--- src/inc/beam_eval_map.svh ---
// Register offsets, field positions, reset values and counts of the beam evaluation block
`ifndef BEAM_EVAL_MAP_SVH
`define BEAM_EVAL_MAP_SVH
`define BEAMS 32
`define CNT_W 6
`define FUNC_W 4
`define ADR_CTRL 8'h00
`define ADR_OPT 8'h04
`define ADR_HOLD_EN 8'h08
`define ADR_STATUS 8'h0c
`define ADR_COUNT 8'h10
`define ADR_EVAL_VEC 8'h14
`define ADR_LIVE_VEC 8'h18
`define ADR_BLANK_MASK 8'h1c
`define ADR_TEACH_MASK 8'h20
`define ADR_CMD 8'h24
`define CTRL_MODE_LSB 0
`define CTRL_OPMODE_LSB 2
`define CTRL_PERSIST_BIT 4
`define CTRL_BUS_TRIG_BIT 5
`define CTRL_IN_TRIG_BIT 6
`define CTRL_IN_TEACH_BIT 7
`define CTRL_XMODE_LSB 8
`define OPT_RESP_BIT 0
`define OPT_RES_LSB 1
`define OPT_ABSORB_LSB 3
`define OPT_HSS_OFF_BIT 5
`define OPT_SPACING_LSB 8
`define OPT_PHYS_LSB 16
`define OPT_MINOBJ_LSB 24
`define CMD_BLANK_BIT 0
`define SPACING_MIN 8'h0a
`define PHYS_MAX 9'h0ff
`define CTRL_RESET 32'h0000_0000
`define OPT_RESET 32'h00_20_0a_02
`define HOLD_EN_RESET 4'hf
`endif

--- src/inc/beam_eval_pkg.sv ---
// Types of the beam evaluation block
package beam_eval_pkg;
   typedef enum logic [1:0] {standard_mode, blocked_hold_mode, lost_hold_mode} eval_mode_type;
   typedef enum logic [1:0] {op_standard, op_dust, op_transparent} op_mode_type;
   typedef enum logic [1:0] {resv_high, resv_medium, resv_low} reserve_type;
   typedef enum logic [1:0] {absorb_10, absorb_15, absorb_30} min_absorption_type;
   typedef enum logic [1:0] {x_auto, x_switching, x_measuring} cross_sel_type;
endpackage

--- src/design/beam_evaluation_hold.sv ---
// Beam status evaluation with blanking, performance options, cross beam and hold modes
`timescale 1ns/10ps
`include "beam_eval_map.svh"
module beam_evaluation_hold (
   // Clock, reset, enable
   input wire logic i_clock,
   input wire logic i_srst,
   input wire logic i_ce,
   // Wishbone slave
   input wire logic i_wb_cyc,
   input wire logic i_wb_stb,
   input wire logic i_wb_we,
   input wire logic [7:0] i_wb_adr,
   input wire logic [3:0] i_wb_sel,
   input wire logic [31:0] i_wb_dat,
   output logic [31:0] o_wb_dat,
   output logic o_wb_ack,
   // Beam scan
   input wire logic [`BEAMS-1:0] i_beam_blocked,
   input wire logic i_scan_valid,
   input wire logic [`BEAMS-1:0] i_diag_blocked,
   // Digital input pin
   input wire logic i_dig_in,
   // Results
   output logic o_object_detected,
   output logic [`CNT_W-1:0] o_blocked_count,
   output logic [`CNT_W-1:0] o_first_blocked,
   output logic [`CNT_W-1:0] o_last_blocked,
   output logic o_high_speed_scan,
   output logic o_parallel_beam,
   output logic o_hold_trigger_flag,
   output logic o_teach_start
);
   // ****************************************
   // Functions
   // ****************************************
   function automatic logic [`CNT_W-1:0] count_ones(input logic [`BEAMS-1:0] v);
      logic [`CNT_W-1:0] n;
      n = '0;
      for (int i = 0; i < `BEAMS; i++) begin
         n = n + {{(`CNT_W-1){1'b0}}, v[i]};
      end
      return n;
   endfunction

   function automatic logic [`CNT_W-1:0] first_one(input logic [`BEAMS-1:0] v);
      logic [`CNT_W-1:0] n;
      n = '0;
      for (int i = `BEAMS-1; i >= 0; i--) begin
         if (v[i]) begin
            n = `CNT_W'(i + 1);
         end
      end
      return n;
   endfunction

   function automatic logic [`CNT_W-1:0] last_one(input logic [`BEAMS-1:0] v);
      logic [`CNT_W-1:0] n;
      n = '0;
      for (int i = 0; i < `BEAMS; i++) begin
         if (v[i]) begin
            n = `CNT_W'(i + 1);
         end
      end
      return n;
   endfunction

   function automatic logic [31:0] merge(input logic [31:0] old, input logic [31:0] d,
                                         input logic [3:0] sel);
      logic [31:0] r;
      r = old;
      for (int b = 0; b < 4; b++) begin
         if (sel[b]) begin
            r[b*8 +: 8] = d[b*8 +: 8];
         end
      end
      return r;
   endfunction

   // ****************************************
   // Input synchronisers
   // ****************************************
   logic pin_meta_r;
   logic pin_sync_r;
   always_ff @(posedge i_clock) begin
      if (i_srst) begin
         pin_meta_r <= 1'b0;
         pin_sync_r <= 1'b0;
      end else if (i_ce) begin
         pin_meta_r <= i_dig_in;
         pin_sync_r <= pin_meta_r;
      end
   end

   // ****************************************
   // Registers
   // ****************************************
   logic [31:0] ctrl_r;
   logic [31:0] opt_r;
   logic [`FUNC_W-1:0] hold_en_r;
   logic [`BEAMS-1:0] blank_mask_r;
   logic [`BEAMS-1:0] teach_mask_r;
   logic [31:0] ctrl_nxt;
   logic [31:0] opt_nxt;
   logic ack_r;
   logic wr;
   beam_eval_pkg::eval_mode_type mode;
   beam_eval_pkg::op_mode_type opmode;
   assign wr = i_wb_cyc && i_wb_stb && i_wb_we && !ack_r;
   assign mode = beam_eval_pkg::eval_mode_type'(ctrl_r[`CTRL_MODE_LSB +: 2]);
   assign opmode = beam_eval_pkg::op_mode_type'(ctrl_r[`CTRL_OPMODE_LSB +: 2]);

   // ****************************************
   // Write legality
   // ****************************************
   // Refused resolution and absorption fields keep their old value and a refused fast response is forced to 1, so software never sees half an option
   always_comb begin
      logic [31:0] m;
      m = merge(opt_r, i_wb_dat, i_wb_sel);
      opt_nxt = m;
      if (!m[`OPT_RESP_BIT]
          && (m[`OPT_HSS_OFF_BIT] || opmode == beam_eval_pkg::op_transparent)) begin
         opt_nxt[`OPT_RESP_BIT] = 1'b1;
      end
      if (opmode == beam_eval_pkg::op_transparent || m[`OPT_RES_LSB +: 2] == 2'h3) begin
         opt_nxt[`OPT_RES_LSB +: 2] = opt_r[`OPT_RES_LSB +: 2];
      end
      if (m[`OPT_ABSORB_LSB +: 2] == 2'h3) begin
         opt_nxt[`OPT_ABSORB_LSB +: 2] = opt_r[`OPT_ABSORB_LSB +: 2];
      end
   end
   always_comb begin
      ctrl_nxt = merge(ctrl_r, i_wb_dat, i_wb_sel);
      if (ctrl_nxt[`CTRL_MODE_LSB +: 2] == 2'h3) begin
         ctrl_nxt[`CTRL_MODE_LSB +: 2] = ctrl_r[`CTRL_MODE_LSB +: 2];
      end
      if (ctrl_nxt[`CTRL_OPMODE_LSB +: 2] == 2'h3) begin
         ctrl_nxt[`CTRL_OPMODE_LSB +: 2] = ctrl_r[`CTRL_OPMODE_LSB +: 2];
      end
      if (ctrl_nxt[`CTRL_IN_TRIG_BIT] && ctrl_nxt[`CTRL_IN_TEACH_BIT]) begin
         ctrl_nxt[`CTRL_IN_TEACH_BIT] = 1'b0;
      end
      if (ctrl_nxt[`CTRL_XMODE_LSB +: 2] == 2'h3) begin
         ctrl_nxt[`CTRL_XMODE_LSB +: 2] = ctrl_r[`CTRL_XMODE_LSB +: 2];
      end
   end
   always_ff @(posedge i_clock) begin
      if (i_srst) begin
         ctrl_r <= `CTRL_RESET;
         opt_r <= `OPT_RESET;
         hold_en_r <= `HOLD_EN_RESET;
      end else if (i_ce && wr) begin
         unique case (i_wb_adr)
            `ADR_CTRL: ctrl_r <= ctrl_nxt;
            `ADR_OPT: opt_r <= opt_nxt;
            `ADR_HOLD_EN: hold_en_r <= i_wb_sel[0] ? i_wb_dat[`FUNC_W-1:0] : hold_en_r;
            default: ;
         endcase
      end
   end
   // Blanking: the current made beams are excluded on command
   always_ff @(posedge i_clock) begin
      if (i_srst) begin
         blank_mask_r <= '0;
         teach_mask_r <= '0;
      end else if (i_ce && wr && i_wb_adr == `ADR_CMD && i_wb_sel[0]
                   && i_wb_dat[`CMD_BLANK_BIT]) begin
         blank_mask_r <= blank_mask_r | ~i_beam_blocked;
         teach_mask_r <= ctrl_r[`CTRL_PERSIST_BIT] ? (blank_mask_r | ~i_beam_blocked)
            : '0;
      end
   end

   // ****************************************
   // Performance and cross beam
   // ****************************************
   logic cross_allowed;
   logic measure_allowed;
   logic cross_switch;
   logic cross_measure;
   beam_eval_pkg::cross_sel_type xsel;
   assign xsel = beam_eval_pkg::cross_sel_type'(ctrl_r[`CTRL_XMODE_LSB +: 2]);
   // A fast choice stored before entering transparent mode is not honoured there
   assign o_high_speed_scan = !opt_r[`OPT_RESP_BIT] && !opt_r[`OPT_HSS_OFF_BIT]
                              && opmode != beam_eval_pkg::op_transparent;
   assign o_parallel_beam = 1'b1;
   assign cross_allowed = opt_r[`OPT_SPACING_LSB +: 8] >= `SPACING_MIN
                          && opmode != beam_eval_pkg::op_transparent
                          && !o_high_speed_scan;
   assign measure_allowed = cross_allowed
                            && {1'b0, opt_r[`OPT_PHYS_LSB +: 8]} <= `PHYS_MAX;
   // Auto picks switching when the wanted object is smaller than the spacing
   assign cross_switch = cross_allowed && (xsel == beam_eval_pkg::x_switching
      || (xsel == beam_eval_pkg::x_auto
          && opt_r[`OPT_MINOBJ_LSB +: 8] < opt_r[`OPT_SPACING_LSB +: 8]));
   assign cross_measure = measure_allowed && xsel == beam_eval_pkg::x_measuring;

   // ****************************************
   // Hold evaluation
   // ****************************************
   logic [`BEAMS-1:0] live;
   logic [`BEAMS-1:0] held_r;
   logic [`BEAMS-1:0] lost_r;
   logic [1:0] mode_seen_r;
   logic armed;
   logic mode_change;
   // Diagonal paths never enter this vector; they only flag detection
   assign live = i_beam_blocked & ~blank_mask_r;
   assign armed = mode == beam_eval_pkg::blocked_hold_mode
                  && (ctrl_r[`CTRL_BUS_TRIG_BIT]
                      || (ctrl_r[`CTRL_IN_TRIG_BIT] && pin_sync_r));
   assign mode_change = mode_seen_r != ctrl_r[`CTRL_MODE_LSB +: 2];
   always_ff @(posedge i_clock) begin
      if (i_srst) begin
         mode_seen_r <= '0;
      end else if (i_ce) begin
         mode_seen_r <= ctrl_r[`CTRL_MODE_LSB +: 2];
      end
   end
   always_ff @(posedge i_clock) begin
      if (i_srst || (i_ce && (mode_change || !armed))) begin
         held_r <= '0;
      end else if (i_ce && i_scan_valid) begin
         held_r <= held_r | live;
      end
   end
   // A new blocked set replaces the stored one; empty scans keep it
   always_ff @(posedge i_clock) begin
      if (i_srst || (i_ce && mode_change)) begin
         lost_r <= '0;
      end else if (i_ce && i_scan_valid && |live) begin
         lost_r <= live;
      end
   end

   // ****************************************
   // Beam functions
   // ****************************************
   logic [`BEAMS-1:0] vec_f [`FUNC_W];
   always_comb begin
      for (int f = 0; f < `FUNC_W; f++) begin
         unique case (mode)
            beam_eval_pkg::lost_hold_mode: vec_f[f] = (|live) ? live : lost_r;
            beam_eval_pkg::blocked_hold_mode:
               vec_f[f] = hold_en_r[f] ? (held_r | live) : live;
            default: vec_f[f] = live;
         endcase
      end
   end
   always_ff @(posedge i_clock) begin
      if (i_srst) begin
         o_object_detected <= 1'b0;
         o_blocked_count <= '0;
         o_first_blocked <= '0;
         o_last_blocked <= '0;
      end else if (i_ce && i_scan_valid) begin
         o_object_detected <= |vec_f[3] || (cross_switch && |i_diag_blocked);
         o_blocked_count <= count_ones(vec_f[0]);
         o_first_blocked <= first_one(vec_f[1]);
         o_last_blocked <= last_one(vec_f[2]);
      end
   end
   always_ff @(posedge i_clock) begin
      if (i_srst) begin
         o_hold_trigger_flag <= 1'b0;
         o_teach_start <= 1'b0;
      end else if (i_ce) begin
         o_hold_trigger_flag <= armed && ctrl_r[`CTRL_IN_TRIG_BIT] && pin_sync_r;
         o_teach_start <= ctrl_r[`CTRL_IN_TEACH_BIT] && pin_sync_r;
      end
   end

   // ****************************************
   // Bus read and acknowledge
   // ****************************************
   // Beam numbers are never remapped here when measuring is chosen
   // Measuring adds one virtual beam between each neighbouring real pair
   logic [7:0] beam_total;
   logic [31:0] status;
   assign beam_total = cross_measure ? 8'(2 * `BEAMS - 1) : 8'(`BEAMS);
   always_comb begin
      status = '0;
      status[0] = o_high_speed_scan;
      status[1] = armed;
      status[2] = o_hold_trigger_flag;
      status[3] = cross_allowed;
      status[4] = measure_allowed;
      status[5] = cross_switch;
      status[6] = cross_measure;
      status[15:8] = beam_total;
   end
   // The acknowledge lasts one cycle so a held request is taken only once
   always_ff @(posedge i_clock) begin
      if (i_srst) begin
         ack_r <= 1'b0;
      end else if (i_ce) begin
         ack_r <= i_wb_cyc && i_wb_stb && !ack_r;
      end
   end
   always_ff @(posedge i_clock) begin
      if (i_srst) begin
         o_wb_dat <= '0;
      end else if (i_ce) begin
         unique case (i_wb_adr)
            `ADR_CTRL: o_wb_dat <= ctrl_r;
            `ADR_OPT: o_wb_dat <= opt_r;
            `ADR_HOLD_EN: o_wb_dat <= {28'h0, hold_en_r};
            `ADR_STATUS: o_wb_dat <= status;
            `ADR_COUNT: o_wb_dat <= {26'h0, o_blocked_count};
            `ADR_EVAL_VEC: o_wb_dat <= vec_f[0];
            `ADR_LIVE_VEC: o_wb_dat <= live;
            `ADR_BLANK_MASK: o_wb_dat <= blank_mask_r;
            `ADR_TEACH_MASK: o_wb_dat <= teach_mask_r;
            default: o_wb_dat <= '0;
         endcase
      end
   end
   assign o_wb_ack = ack_r;
endmodule

--- config.mk ---
export PLATFORM = sky130hd
export DESIGN_NAME = beam_evaluation_hold
export DESIGN_NICKNAME = d
export VERILOG_FILES = /design/src/inc/beam_eval_pkg.sv /design/src/design/beam_evaluation_hold.sv
export VERILOG_INCLUDE_DIRS = /design/src /design/src/inc
export SDC_FILE = /design/constraint.sdc
export NUM_CORES = 1
export LEC_CHECK = 0
export ABC_AREA = 1
export BUFFER_PORTS_ARGS = -buffer_cell sky130_fd_sc_hd__buf_2
export CORE_ASPECT_RATIO = 1.25
export CORE_MARGIN = 2
export CORE_UTILIZATION = 51
export CTS_CLUSTER_SIZE = 20
export DETAILED_ROUTE_END_ITERATION = 10
export PLACE_DENSITY_LB_ADDON = 0.3
export SYNTH_ARGS = -nofsm -noshare
export SYNTH_HDL_FRONTEND = slang
export SYNTH_SLANG_ARGS = --single-unit
--- constraint.sdc ---
create_clock -name i_clock -period 8 [get_ports i_clock]
set_input_delay 0.8 -clock i_clock [delete_from_list [all_inputs] [get_ports i_clock]]
set_output_delay 0.8 -clock i_clock [all_outputs]
set_load 0.02 [all_outputs]
Yosys cells after proc, flatten, opt, wreduce, memory -nomap -nowiden
Cells that the tools add are included.
- register bits: 254
- input bits: 116
- output and inout port bits: 56
- word-level logic and storage cells: 238
- add/sub/neg operators: 31
- order comparisons: 2
- equal/unequal tests: 21
- multiplexer cells: 81
- bitwise logic cells: 10
- reductions and logical operators: 62
- operators by type and width (cell ; count):
    6-bit 2-to-1 mux ; 64
    32-bit one-hot mux with 9 select lines ; 1
    32-bit one-hot mux with 2 select lines ; 4
    32-bit 2-to-1 mux ; 6
    6-bit by 1-bit adder with 6-bit output ; 26
    32-bit OR reduction ; 3
    32-bit inverter ; 2
    32-bit OR ; 2
    3-bit AND reduction ; 14
    32-bit bitwise AND ; 1
    8-bit by 5-bit == test with 1-bit output (second input constant) ; 4
    1-bit logical AND ; 27
    2-bit == test (second input constant) ; 8
    8-bit by 4-bit == test with 1-bit output (second input constant) ; 2
    8-bit by 6-bit == test with 1-bit output (second input constant) ; 2
    8-bit by 3-bit == test with 1-bit output (second input constant) ; 1
    8-bit by 4-bit >= comparator with 1-bit output (second input constant) ; 1
    8-bit logical NOT ; 1
    1-bit logical OR ; 8
    8-bit less-than comparator ; 1
    8-bit 2-to-1 mux ; 1
    5-bit by 1-bit adder with 6-bit output ; 1
    1-bit logical NOT ; 6
    4-bit by 1-bit adder with 5-bit output ; 1
    other kinds (12) ; 20

Depth between registers and ports, before layout
Gate-level depths: netlist of the first run.
- depth in word-level cells: 37
- depth in mapped cells: 43
- mapped depth without buffers: 43

Least setup slack after synthesis of the first run
No wires, ideal clock.
- path type: register to register
- start: register ctrl_r[0]
- end: register o_blocked_count[4]
- setup time: 70 ps
- arrival time: 6841 ps
- setup slack: 1088 ps
- cell stages (with the launch flop): 28
- buffers on the path: 7
- period minus slack after synthesis: 6912 ps
- cells stage by stage: dfxtp_1 -> inv_1 -> ha_1 -> clkbuf_1 -> inv_1 -> clkbuf_1 -> clkbuf_1 -> buf_2 -> buf_2 -> clkbuf_1 -> clkbuf_1 -> o21ai_0 -> nand2_1 -> fa_1 -> fa_1 -> fa_1 -> inv_1 -> fa_1 -> fa_1 -> inv_1 -> fa_1 -> ha_1 -> inv_1 -> fa_1 -> o21ai_0 -> xor2_1 -> nand2_1 -> a21oi_1
- cells in the longest elaborated chain, start to end: 33
- elaborated cells between the ends (all ways): 34
- those cells by class: add/sub: 31; eq/ne: 2; mux: 1
- RTL lines (what ; line ; RTL):
    start, declared ; beam_evaluation_hold.sv:98 ; logic [31:0] ctrl_r;
    start signal, assigned ; beam_evaluation_hold.sv:149 ; ctrl_r <= `CTRL_RESET;
    start signal, assigned ; beam_evaluation_hold.sv:154 ; `ADR_CTRL: ctrl_r <= ctrl_nxt;
    2-bit by 1-bit == test with 1-bit output or 2-bit == test (tied branches) ; beam_evaluation_hold.sv:242 ; unique case (mode)
    32-bit one-hot mux with 2 select lines (*) ; beam_evaluation_hold.sv:242 ;
    1-bit by 1-bit adder with 2-bit output ; beam_evaluation_hold.sv:41 ; n = n + {{(`CNT_W-1){1'b0}}, v[i]};
    2-bit by 1-bit adder with 3-bit output ; beam_evaluation_hold.sv:41 ;
    3-bit by 1-bit adder with 4-bit output ; beam_evaluation_hold.sv:41 ;
    4-bit by 1-bit adder with 5-bit output ; beam_evaluation_hold.sv:41 ;
    5-bit by 1-bit adder with 6-bit output ; beam_evaluation_hold.sv:41 ;
    6-bit by 1-bit adder with 6-bit output (25 in series) ; beam_evaluation_hold.sv:41 ;
    6-bit by 1-bit adder with 6-bit output (*) ; beam_evaluation_hold.sv:41 ;
    end signal, assigned ; beam_evaluation_hold.sv:258 ; o_blocked_count <= count_ones(vec_f[0]);
    end, declared ; beam_evaluation_hold.sv:26 ; output logic [`CNT_W-1:0] o_blocked_count,
Every way passes the cells marked *; elsewhere a longest branch is shown, timed or not.
A chain may end at the register's enable or synchronous reset.

Worst setup path after layout of the first run
Same ends and word-level chain as after synthesis.

==> results of run 1 <==
[through the flow]
step	hold WS, ns	total power, W	setup WS (ns)	cell area, µm²
floorplan	0.4238	0.001848	1.088	14790
global placement	0.4361	0.002076	0.8215	15850
detailed placement	0.4424	0.002079	0.6628	15850
CTS	0.4515	0.003407	0.9839	16790
global route	0.4725	0.003557	0.6184	16790
finish	0.4517	0.003432	0.9090	16790
[cell type report]
class	instances	area share [%]
multi-input combinational	1552	49.24
sequential	254	30.31
timing repair buffer	200	6.497
inverter	256	5.722
clock buffer	40	4.865
tap	355	2.645
clock inverter	8	0.7078
antenna	1	0.01490
[state kept, by name, summed over array words and instances (netlist names), 2 cells and up]
| signal | flops |
|---|---|
| blank_mask_r | 32 |
| ctrl_r | 32 |
| held_r | 32 |
| hold_en_r | 4 |
| lost_r | 32 |
| mode_seen_r | 2 |
| o_blocked_count | 6 |
| o_first_blocked | 6 |
| o_last_blocked | 6 |
| o_wb_dat | 32 |
| opt_r | 32 |
| teach_mask_r | 32 |
[layer usage]
layer	routed length (µm)	part of all wire, %
met1	22810	39
met2	25840	44
met3	6795	12
met4	3043	5.2
met5	0	0
[critical path: stages (launching register included)]
cell and delay (ns):
dfxtp_1 0.33, inv_1 0.18, ha_2 0.46, inv_1 0.53
nor3_1 0.49, inv_1 0.13, a21oi_1 0.28, fa_1 0.52
fa_1 0.53, fa_1 0.59, inv_1 0.08, fa_1 0.50
fa_1 0.51, inv_1 0.05, fa_1 0.48, ha_1 0.16
inv_1 0.08, fa_1 0.45, o21ai_0 0.24, xor2_1 0.19
nand2_1 0.06, a21oi_1 0.16
[cells in the final DEF (no fill, tap or decap), drive strengths merged, types with 2 or more instances in the layout]
master   Yosys  layout
a31oi        4       4
a21oi      331     331
o41ai       12      12
o2111ai     13      13
and2         2       2
o22ai       27      27
a21boi       3       3
nor3        56      56
bufinv       0       3
nand4        6       6
nor4        21      21
a211oi      84      84
dfxtp      254     254
o31ai       33      33
or2          5       5
fa          24      24
nor2       220     220
o21bai       4       4
nand2      459     459
nand3       31      31
buf         19     200
o221ai       8       8
o211ai      24      24
xor2         3       3
ha          16      16
clkinv       2       6
a221oi      14      14
xnor2        2       2
inv        254     255
o21ai      139     139
clkbuf     110      40
[final timing paths]
path | from | end | depth (start not counted)
worst max-delay path | ctrl_r[0]$_SDFFE_PP0P_ | o_blocked_count[4]$_SDFFE_PP0P_ | 21
worst min-delay path | opt_r[16]$_SDFFE_PP0P_ | opt_r[16]$_SDFFE_PP0P_ | 2
worst max register to register | ctrl_r[0]$_SDFFE_PP0P_ | o_blocked_count[4]$_SDFFE_PP0P_ | 21
worst min register to register | opt_r[16]$_SDFFE_PP0P_ | opt_r[16]$_SDFFE_PP0P_ | 2
[power by group through the flow]
stage                     clock (W)  sequential (W)  combinational, W
final                       0.00134         0.00132          0.000765
after global routing        0.00139         0.00132          0.000840
after CTS                   0.00135         0.00132          0.000740
after detailed placement          0         0.00135          0.000731
after global placement            0         0.00135          0.000729
after floorplan                   0         0.00136          0.000492
[cell families after synthesis]
kind of cell	count (synthesis)
xor+xnor	5
fa+ha+maj	40
flops	254
simple gates	804
other cells	1
buf+inv	385
compound gates	702
==> results.yml, run 1 <==
clock_tree:
  clock_latency_ns: 0.56
  clk_pin_slew_ns: 0.06
  clock_path_buffers: 3
  ctsHoldBuffers: 0
  post-cts-setup-buffers: 0
  cts_root_buffer: "clkbuf_16"
  clock-sinks: 254
  cts_max_level: 1
  tritoncts: "done"
  numCtsBuffers: 28
  ctsResizeCount: 0
floorplanning:
  fp-row-count: 69
  start_util_pct: 51.93
  die_x_um: 156.3
  dieArea_um2: 30390
  io_pins: 172
  dieHeight_um: 194.4
  core_um2: 28490
pwr:
  powerDensity_nw_per_um2: 204.4
  power_switching_w: 0.001057
  p_sw_share_pct: 30.80
  comb_power_share_pct: 22.3
  p_int_w: 0.002375
  p_seq_share_pct: 38.5
  p_leak_nw: 6.858
  irDropWorstVdd_uv: 196.0
  p_clk_share_pct: 39.2
route:
  ant_nets: 0
  routed_wl_um: 58500
  vias: 16440
  drt_iter0_markers: 1984
  viasPerCell: 6.165
  wl_per_cell_um: 21.94
  first_pass_iters: 7
  drc: 0
timing:
  grt_setup_unrepaired: "no"
  clock.fmax_ghz: 0.1410
  timing.final.crit_share_pct: 88.64
  tightestPinTransition_ns: 1.241
  period_needed_ns: 7.091
  hold_viol: 0
  drv_slew: 0
  slew_headroom_pct: 16.97
  finClkSkew_ns: 0.01280
  setup_tns_ns: 0
  setup_viol: 0
placed_design:
  place_inst: 2617
  io_buffers: 170
  routabilityCongestion: 1.054
  dpl.hpwl_um: 42230
global_route:
  overflow: 0
  use_met1_pct: 49.07
  antenna_found_initial: 1
  grt_max_degree: 84
  grt_pass1_wl_um: 88930
  met3_usage_pct: 8.919
  grt.met2_usage_pct: 58.64
  grt.busiest_layer: "met2"
  grt_pass1_vias: 15500
  grtUsageTotal_pct: 37.58
cells_and_area:
  regArea_um2: 5090
  fin_util_pct: 58.94
  multi_input_area_um2: 8268
  finalNonFillerCells: 2666
  area_growth_pct: 13.51
  num-fill-cells: 2734
  drive_above_1_share_pct: 14.07
  num-nets-final: 2448
synth:
  synth.distinct_cells: 55
  synth-edff-count: 0
  postSynthNetCount: 2347
  synth_xor_area_share_pct: 0.2960
  yosysMostFrequentCell: "nand2_1"
  yosys_most_used_dff: "dfxtp_1"
  synth_seq_cells: 254
  syn_avg_cell_area_um2: 6.752
  synthSimpleGateAreaFrac_pct: 22.83
  ys_warn_count: 0
  synth_mux_area_share_pct: 0
  yosysSeqAreaShare_pct: 34.37
  synth_top_cell_area_share_pct: 34.37
  synth_top_family_by_area: "compound AO/OA/AOI/OAI gates"
  ys_top_cells_by_area: "dfxtp_1, a21oi_1, nand2_1"
  synthAdderAreaFrac_pct: 4.601
  synth.largest_area_cell: "dfxtp_1"
  postSynth.asyncResetShare_pct: 0
  syn_area_um2: 14790
  syn_inst: 2191
  synth_common_cells: "nand2_1, a21oi_1, dfxtp_1"
  synth_compound_area_share_pct: 27.95
worst_setup_path:
  cp-end-kind: "flip-flop"
  arrival_ns: 7.56
  cp-start-kind: "flip-flop"
  crit_fanout: 24
  crit_required_ns: 8.47
  crit_type: "reg2reg"
  reg2reg_slack_ns: 0.91
outcome:
  status: "complete, no violations"
worst_hold_path:
  hp-class: "reg2reg"
job:
  maxCapViolCount: 0
(Power assumes the default switching activity.)
==> run 2, diff against run 1 <==
Settings changed: CELL_PAD_IN_SITES_DETAIL_PLACEMENT from default to 1, CELL_PAD_IN_SITES_GLOBAL_PLACEMENT from default to 1, CORE_UTILIZATION 51 to 42, CTS_CLUSTER_SIZE 20 to 16.
==> run 2 against run 1 <==
First-iteration DRC count down 27%. Non-clock buffer count up 5. Sequential share of layout area down 0.23 points. Critical endpoint unchanged. Final cell count up 4.4%. Via count up 2.4%. Global-route usage down 1.8 points. Total power up 0.42%. Largest power group is now sequential cells. Critical path depth up 6.
==> results.yml, run 2 (synthesized netlist as in run 1, its figures left out) <==
timing:
  slew_headroom_pct: 26.69
  setup_viol: 0
  setup_tns_ns: 0
  setup_slack_ns: 0.9631
  tightestPinTransition_ns: 1.098
  grt_setup_unrepaired: "no"
  hold_ws_ns: 0.4591
  drv_slew: 0
  timing.final.crit_share_pct: 87.96
  finClkSkew_ns: 0.01912
  clock.fmax_ghz: 0.1421
  hold_viol: 0
  period_needed_ns: 7.037
worst_setup_path:
  crit_required_ns: 8.49
  critPathSlowestCell: "fa_1"
  endpoint: "o_blocked_count[4]$_SDFFE_PP0P_"
  cp-end-kind: "flip-flop"
  r2r-end: "o_blocked_count[4]$_SDFFE_PP0P_"
  r2r_cells: 27
  reg2reg_slack_ns: 0.96
  crit_path_start: "blank_mask_r[2]$_SDFFE_PP0P_"
  crit_type: "reg2reg"
  crit_fanout: 24
  cpPeakStageDelay_ns: 0.58
  arrival_ns: 7.53
  cp-start-kind: "flip-flop"
  r2r-start: "blank_mask_r[2]$_SDFFE_PP0P_"
  crit_top_cell: "fa_1"
worst_hold_path:
  hp-class: "reg2reg"
  hold_start: "opt_r[20]$_SDFFE_PP0P_"
  min_delay_path_depth: 2
floorplanning:
  dieHeight_um: 213.8
  fp-row-count: 76
  io_pins: 172
  die_x_um: 171.9
  start_util_pct: 42.74
  core_um2: 34610
  dieArea_um2: 36750
clock_tree:
  cts_root_buffer: "clkbuf_16"
  clock_latency_ns: 0.57
  ctsHoldBuffers: 0
  tritoncts: "done"
  clock_path_buffers: 3
  clk_pin_slew_ns: 0.07
  post-cts-setup-buffers: 0
  clock-sinks: 254
  numCtsBuffers: 28
  ctsResizeCount: 0
  cts_max_level: 1
route:
  wl_per_cell_um: 23.88
  routed_wl_um: 66490
  first_pass_iters: 5
  drt_iter0_markers: 1450
  viasPerCell: 6.047
  ant_nets: 0
  drc: 0
  vias: 16840
global_route:
  grtUsageTotal_pct: 35.82
  grt_pass1_wl_um: 99930
  antenna_found_initial: 0
  grt_pass1_vias: 16780
  overflow: 0
  grt_max_degree: 84
placed_design:
  dpl.hpwl_um: 48600
  dp_slack_ns: 0.5421
  io_buffers: 170
  routabilityCongestion: 0.9728
cells_and_area:
  regArea_um2: 5090
  final_common_cell: "nand2_1"
  diodes: 0
  drive_above_1_share_pct: 14.16
  layout_common_cells: "nand2_1, a21oi_1, dfxtp_1"
  multi_input_area_um2: 8265
  num-fill-cells: 4685
  area_growth_pct: 14.36
  num-nets-final: 2453
pwr:
  powerDensity_nw_per_um2: 203.7
  finalPower_w: 0.003446
  p_leak_nw: 6.847
  p_seq_share_pct: 38.4
  irDropWorstVdd_uv: 138.0
  power_switching_w: 0.001109
  p_sw_share_pct: 32.18
  p_int_w: 0.002337
  comb_power_share_pct: 23.4
  p_clk_share_pct: 38.1
outcome:
  status: "complete, no violations"
job:
  maxCapViolCount: 0
## run 2: critical path, delay by kind of cell (launching register included)
family / cells / cell delay, ns
flip-flops: 1 / 0.35
buffers and inverters: 6 / 0.89
XOR/XNOR: 1 / 0.16
AO/OA/AOI/OAI: 3 / 0.61
adder cells (fa/ha/maj): 8 / 3.72
AND/OR/NAND/NOR: 9 / 1.21
## run 2: layout make-up
type,instances,share of cell area [%]
clock buffers,42,4.933
clock inverters,7,0.3920
inverters,256,5.680
multi-input cells,1552,48.85
flip-flops and latches,254,30.08
well taps,468,3.461
repair buffers,205,6.597
## run 2: power by group through the flow
stage          Combinational [W]  Sequential, W  Clock [W]
6_report                0.000807        0.00132    0.00131
5_1_grt                 0.000878        0.00133    0.00137
4_1_cts                 0.000793        0.00132    0.00132
3_5_place_dp            0.000788        0.00135          0
3_3_place_gp            0.000760        0.00135          0
2_1_floorplan           0.000492        0.00136          0
## run 2: per-layer routing
metal,vias to the layer above,GRT usage (%),share of wire (%)
met4,0,16.11,4.9
met2,751,59.12,47
met5,-,0,0
li1,7628,-,-
met3,186,4.467,7.3
met1,8270,46.89,41
## run 2: how the worst min path moves through the flow
stage	end
3_5_place_dp	ctrl_r[16]$_SDFFE_PP0P_
5_1_grt	opt_r[22]$_SDFFE_PP0P_
4_1_cts	ctrl_r[16]$_SDFFE_PP0P_
3_3_place_gp	ctrl_r[16]$_SDFFE_PP0P_
6_report	opt_r[20]$_SDFFE_PP0P_
2_1_floorplan	opt_r[16]$_SDFFE_PP0P_
## run 2: through the flow
stage / cells / instance area (µm²) / util, %
3_3_place_gp: 2735 / 16020 / 46.28
3_5_place_dp: 2735 / 16020 / 46.28
5_1_grt: 2784 / 16920 / 48.88
4_1_cts: 2784 / 16920 / 48.88
6_report: 2784 / 16920 / 48.88
2_1_floorplan: 2191 / 14790 / -
==> run 3, diff against run 2 <==
--- a/config.mk
+++ b/config.mk
@@ -17,4 +17,5 @@
 export DETAILED_ROUTE_END_ITERATION = 10
 export PLACE_DENSITY_LB_ADDON = 0.3
+export SLEW_MARGIN = 20
 export SYNTH_ARGS = -nofsm -noshare
 export SYNTH_HDL_FRONTEND = slang
==> constraint.sdc (replaced) <==
create_clock -name i_clock -period 8 [get_ports i_clock]
set_input_delay 1.2 -clock i_clock [delete_from_list [all_inputs] [get_ports i_clock]]
set_output_delay 1.2 -clock i_clock [all_outputs]
set_load 0.02 [all_outputs]
==> run 3 against run 2 <==
Die area unchanged. Count of clock-buffer cells in the layout down 7. Setup slack worse by 0.10 ns. Non-clock buffer count up 19. Via count about the same. Utilization up 0.80 points. Clock power up 14%. Maximum frequency down 1.4%. Largest cell class unchanged. Sequential power about the same. Critical path depth up 1. Sequential share of layout area down 0.48 points. Final area up 1.6%.
==> results.yml, run 3 (synthesized netlist as in run 1, its figures left out) <==
clock_tree:
  clock_latency_ns: 0.59
  ctsHoldBuffers: 0
  tritoncts: "done"
  numCtsBuffers: 28
  clk_pin_slew_ns: 0.06
  clock-sinks: 254
  cts_max_level: 1
  clock_path_buffers: 3
  post-cts-setup-buffers: 0
  ctsResizeCount: 0
  cts_root_buffer: "clkbuf_16"
worst_hold_path:
  hold_start: "ctrl_r[16]$_SDFFE_PP0P_"
  hp-class: "reg2reg"
pwr:
  p_sw_share_pct: 31.19
  p_seq_share_pct: 36.7
  finalPower_w: 0.003606
  powerDensity_nw_per_um2: 209.7
  power_switching_w: 0.001125
  irDropWorstVdd_uv: 200.4
  p_int_w: 0.002481
  comb_power_share_pct: 22.0
  p_clk_share_pct: 41.4
  p_leak_nw: 7.011
timing:
  hold_viol: 0
  drv_slew: 0
  setup_tns_ns: 0
  timing.final.crit_share_pct: 89.21
  grt_setup_unrepaired: "no"
  finClkSkew_ns: 0.02177
  tightestPinTransition_ns: 1.020
  setup_viol: 0
  period_needed_ns: 7.136
  slew_headroom_pct: 31.28
  hold_ws_ns: 0.4520
  clock.fmax_ghz: 0.1401
worst_setup_path:
  r2r-start: "ctrl_r[0]$_SDFFE_PP0P_"
  cpPeakStageDelay_ns: 0.53
  crit_fanout: 24
  cp-end-kind: "flip-flop"
  critPathSlowestCell: "fa_1"
  crit_path_start: "i_beam_blocked[2]"
  crit_top_cell: "fa_1"
  crit_type: "in2reg"
  crit_required_ns: 8.50
  cp-start-kind: "primary input"
  reg2reg_slack_ns: 0.94
  arrival_ns: 7.64
route:
  wl_per_cell_um: 24.10
  drt_iter0_markers: 1501
  drc: 0
  routed_wl_um: 67580
  vias: 16820
  first_pass_iters: 5
  ant_nets: 0
  viasPerCell: 5.999
floorplanning:
  fp-row-count: 76
  core_um2: 34610
  start_util_pct: 42.74
  dieArea_um2: 36750
  die_x_um: 171.9
  dieHeight_um: 213.8
  io_pins: 172
global_route:
  grt.met2_usage_pct: 60.59
  antenna_found_initial: 2
  overflow: 0
  grt.busiest_layer: "met2"
  grt_pass1_wl_um: 101900
  grt_max_degree: 84
  grtUsageTotal_pct: 36.79
  grt_pass1_vias: 16840
  met3_usage_pct: 4.651
  use_met1_pct: 48.55
cells_and_area:
  final_common_cell: "nand2_1"
  drive_above_1_share_pct: 15.15
  regArea_um2: 5090
  num-fill-cells: 4588
  layout_common_cells: "nand2_1, a21oi_1, dfxtp_1"
  fin_util_pct: 49.67
  num-nets-final: 2472
  diodes: 0
  area_growth_pct: 16.22
  multi_input_area_um2: 8265
placed_design:
  io_buffers: 170
  dpl.hpwl_um: 49890
  routabilityCongestion: 0.9946
outcome:
  status: "complete, no violations"
job:
  maxCapViolCount: 0
-- run 3: area by class of cell --
cell class / instances / share of cell area, %
multi-input cells: 1552 / 48.07
well taps: 468 / 3.406
inverters: 256 / 5.589
clock inverters: 15 / 1.368
flip-flops and latches: 254 / 29.60
clock buffers: 35 / 4.643
repair buffers: 224 / 7.321
-- run 3: path summary, 6_finish.rpt --
path                                     endpoint  depth (start not counted)
setup / recovery  o_blocked_count[4]$_SDFFE_PP0P_                         28
hold / removal            ctrl_r[16]$_SDFFE_PP0P_                          2
setup reg to reg  o_blocked_count[4]$_SDFFE_PP0P_                         21
hold reg to reg           ctrl_r[16]$_SDFFE_PP0P_                          2
-- run 3: stage by stage --
| stage | cells | setup slack, ns | cell area (µm²) |
|---|---|---|---|
| 2_1_floorplan | 2191 | 0.9868 | 14790 |
| 3_3_place_gp | 2754 | 0.4202 | 16160 |
| 3_5_place_dp | 2754 | 0.3591 | 16160 |
| 4_1_cts | 2804 | 0.9398 | 17190 |
| 5_1_grt | 2804 | 0.5330 | 17190 |
| 6_report | 2804 | 0.8636 | 17190 |
-- run 3: routing by layer --
metal	routed length, µm	vias up
li1	-	7666
met1	28010	8314
met2	31750	660
met3	4642	176
met4	3146	4
met5	27	-
-- run 3: worst max-delay path: cells and delay by family --
| family | cells | cell delay (ns) |
|---|---|---|
| AOI/OAI and AO/OA | 4 | 0.71 |
| xor gates and xnor gates | 1 | 0.17 |
| buffers and inverters | 6 | 0.89 |
| and+or+nand+nor | 9 | 1.08 |
| adders and majority gates | 8 | 3.58 |
-- run 3: power groups by stage --
stage	clock (W)	sequential [W]	combinational (W)
2_1_floorplan	0	0.00136	0.000492
3_3_place_gp	0	0.00135	0.000752
3_5_place_dp	0	0.00135	0.000769
4_1_cts	0.00150	0.00132	0.000777
5_1_grt	0.00155	0.00132	0.000875
6_report	0.00149	0.00132	0.000792
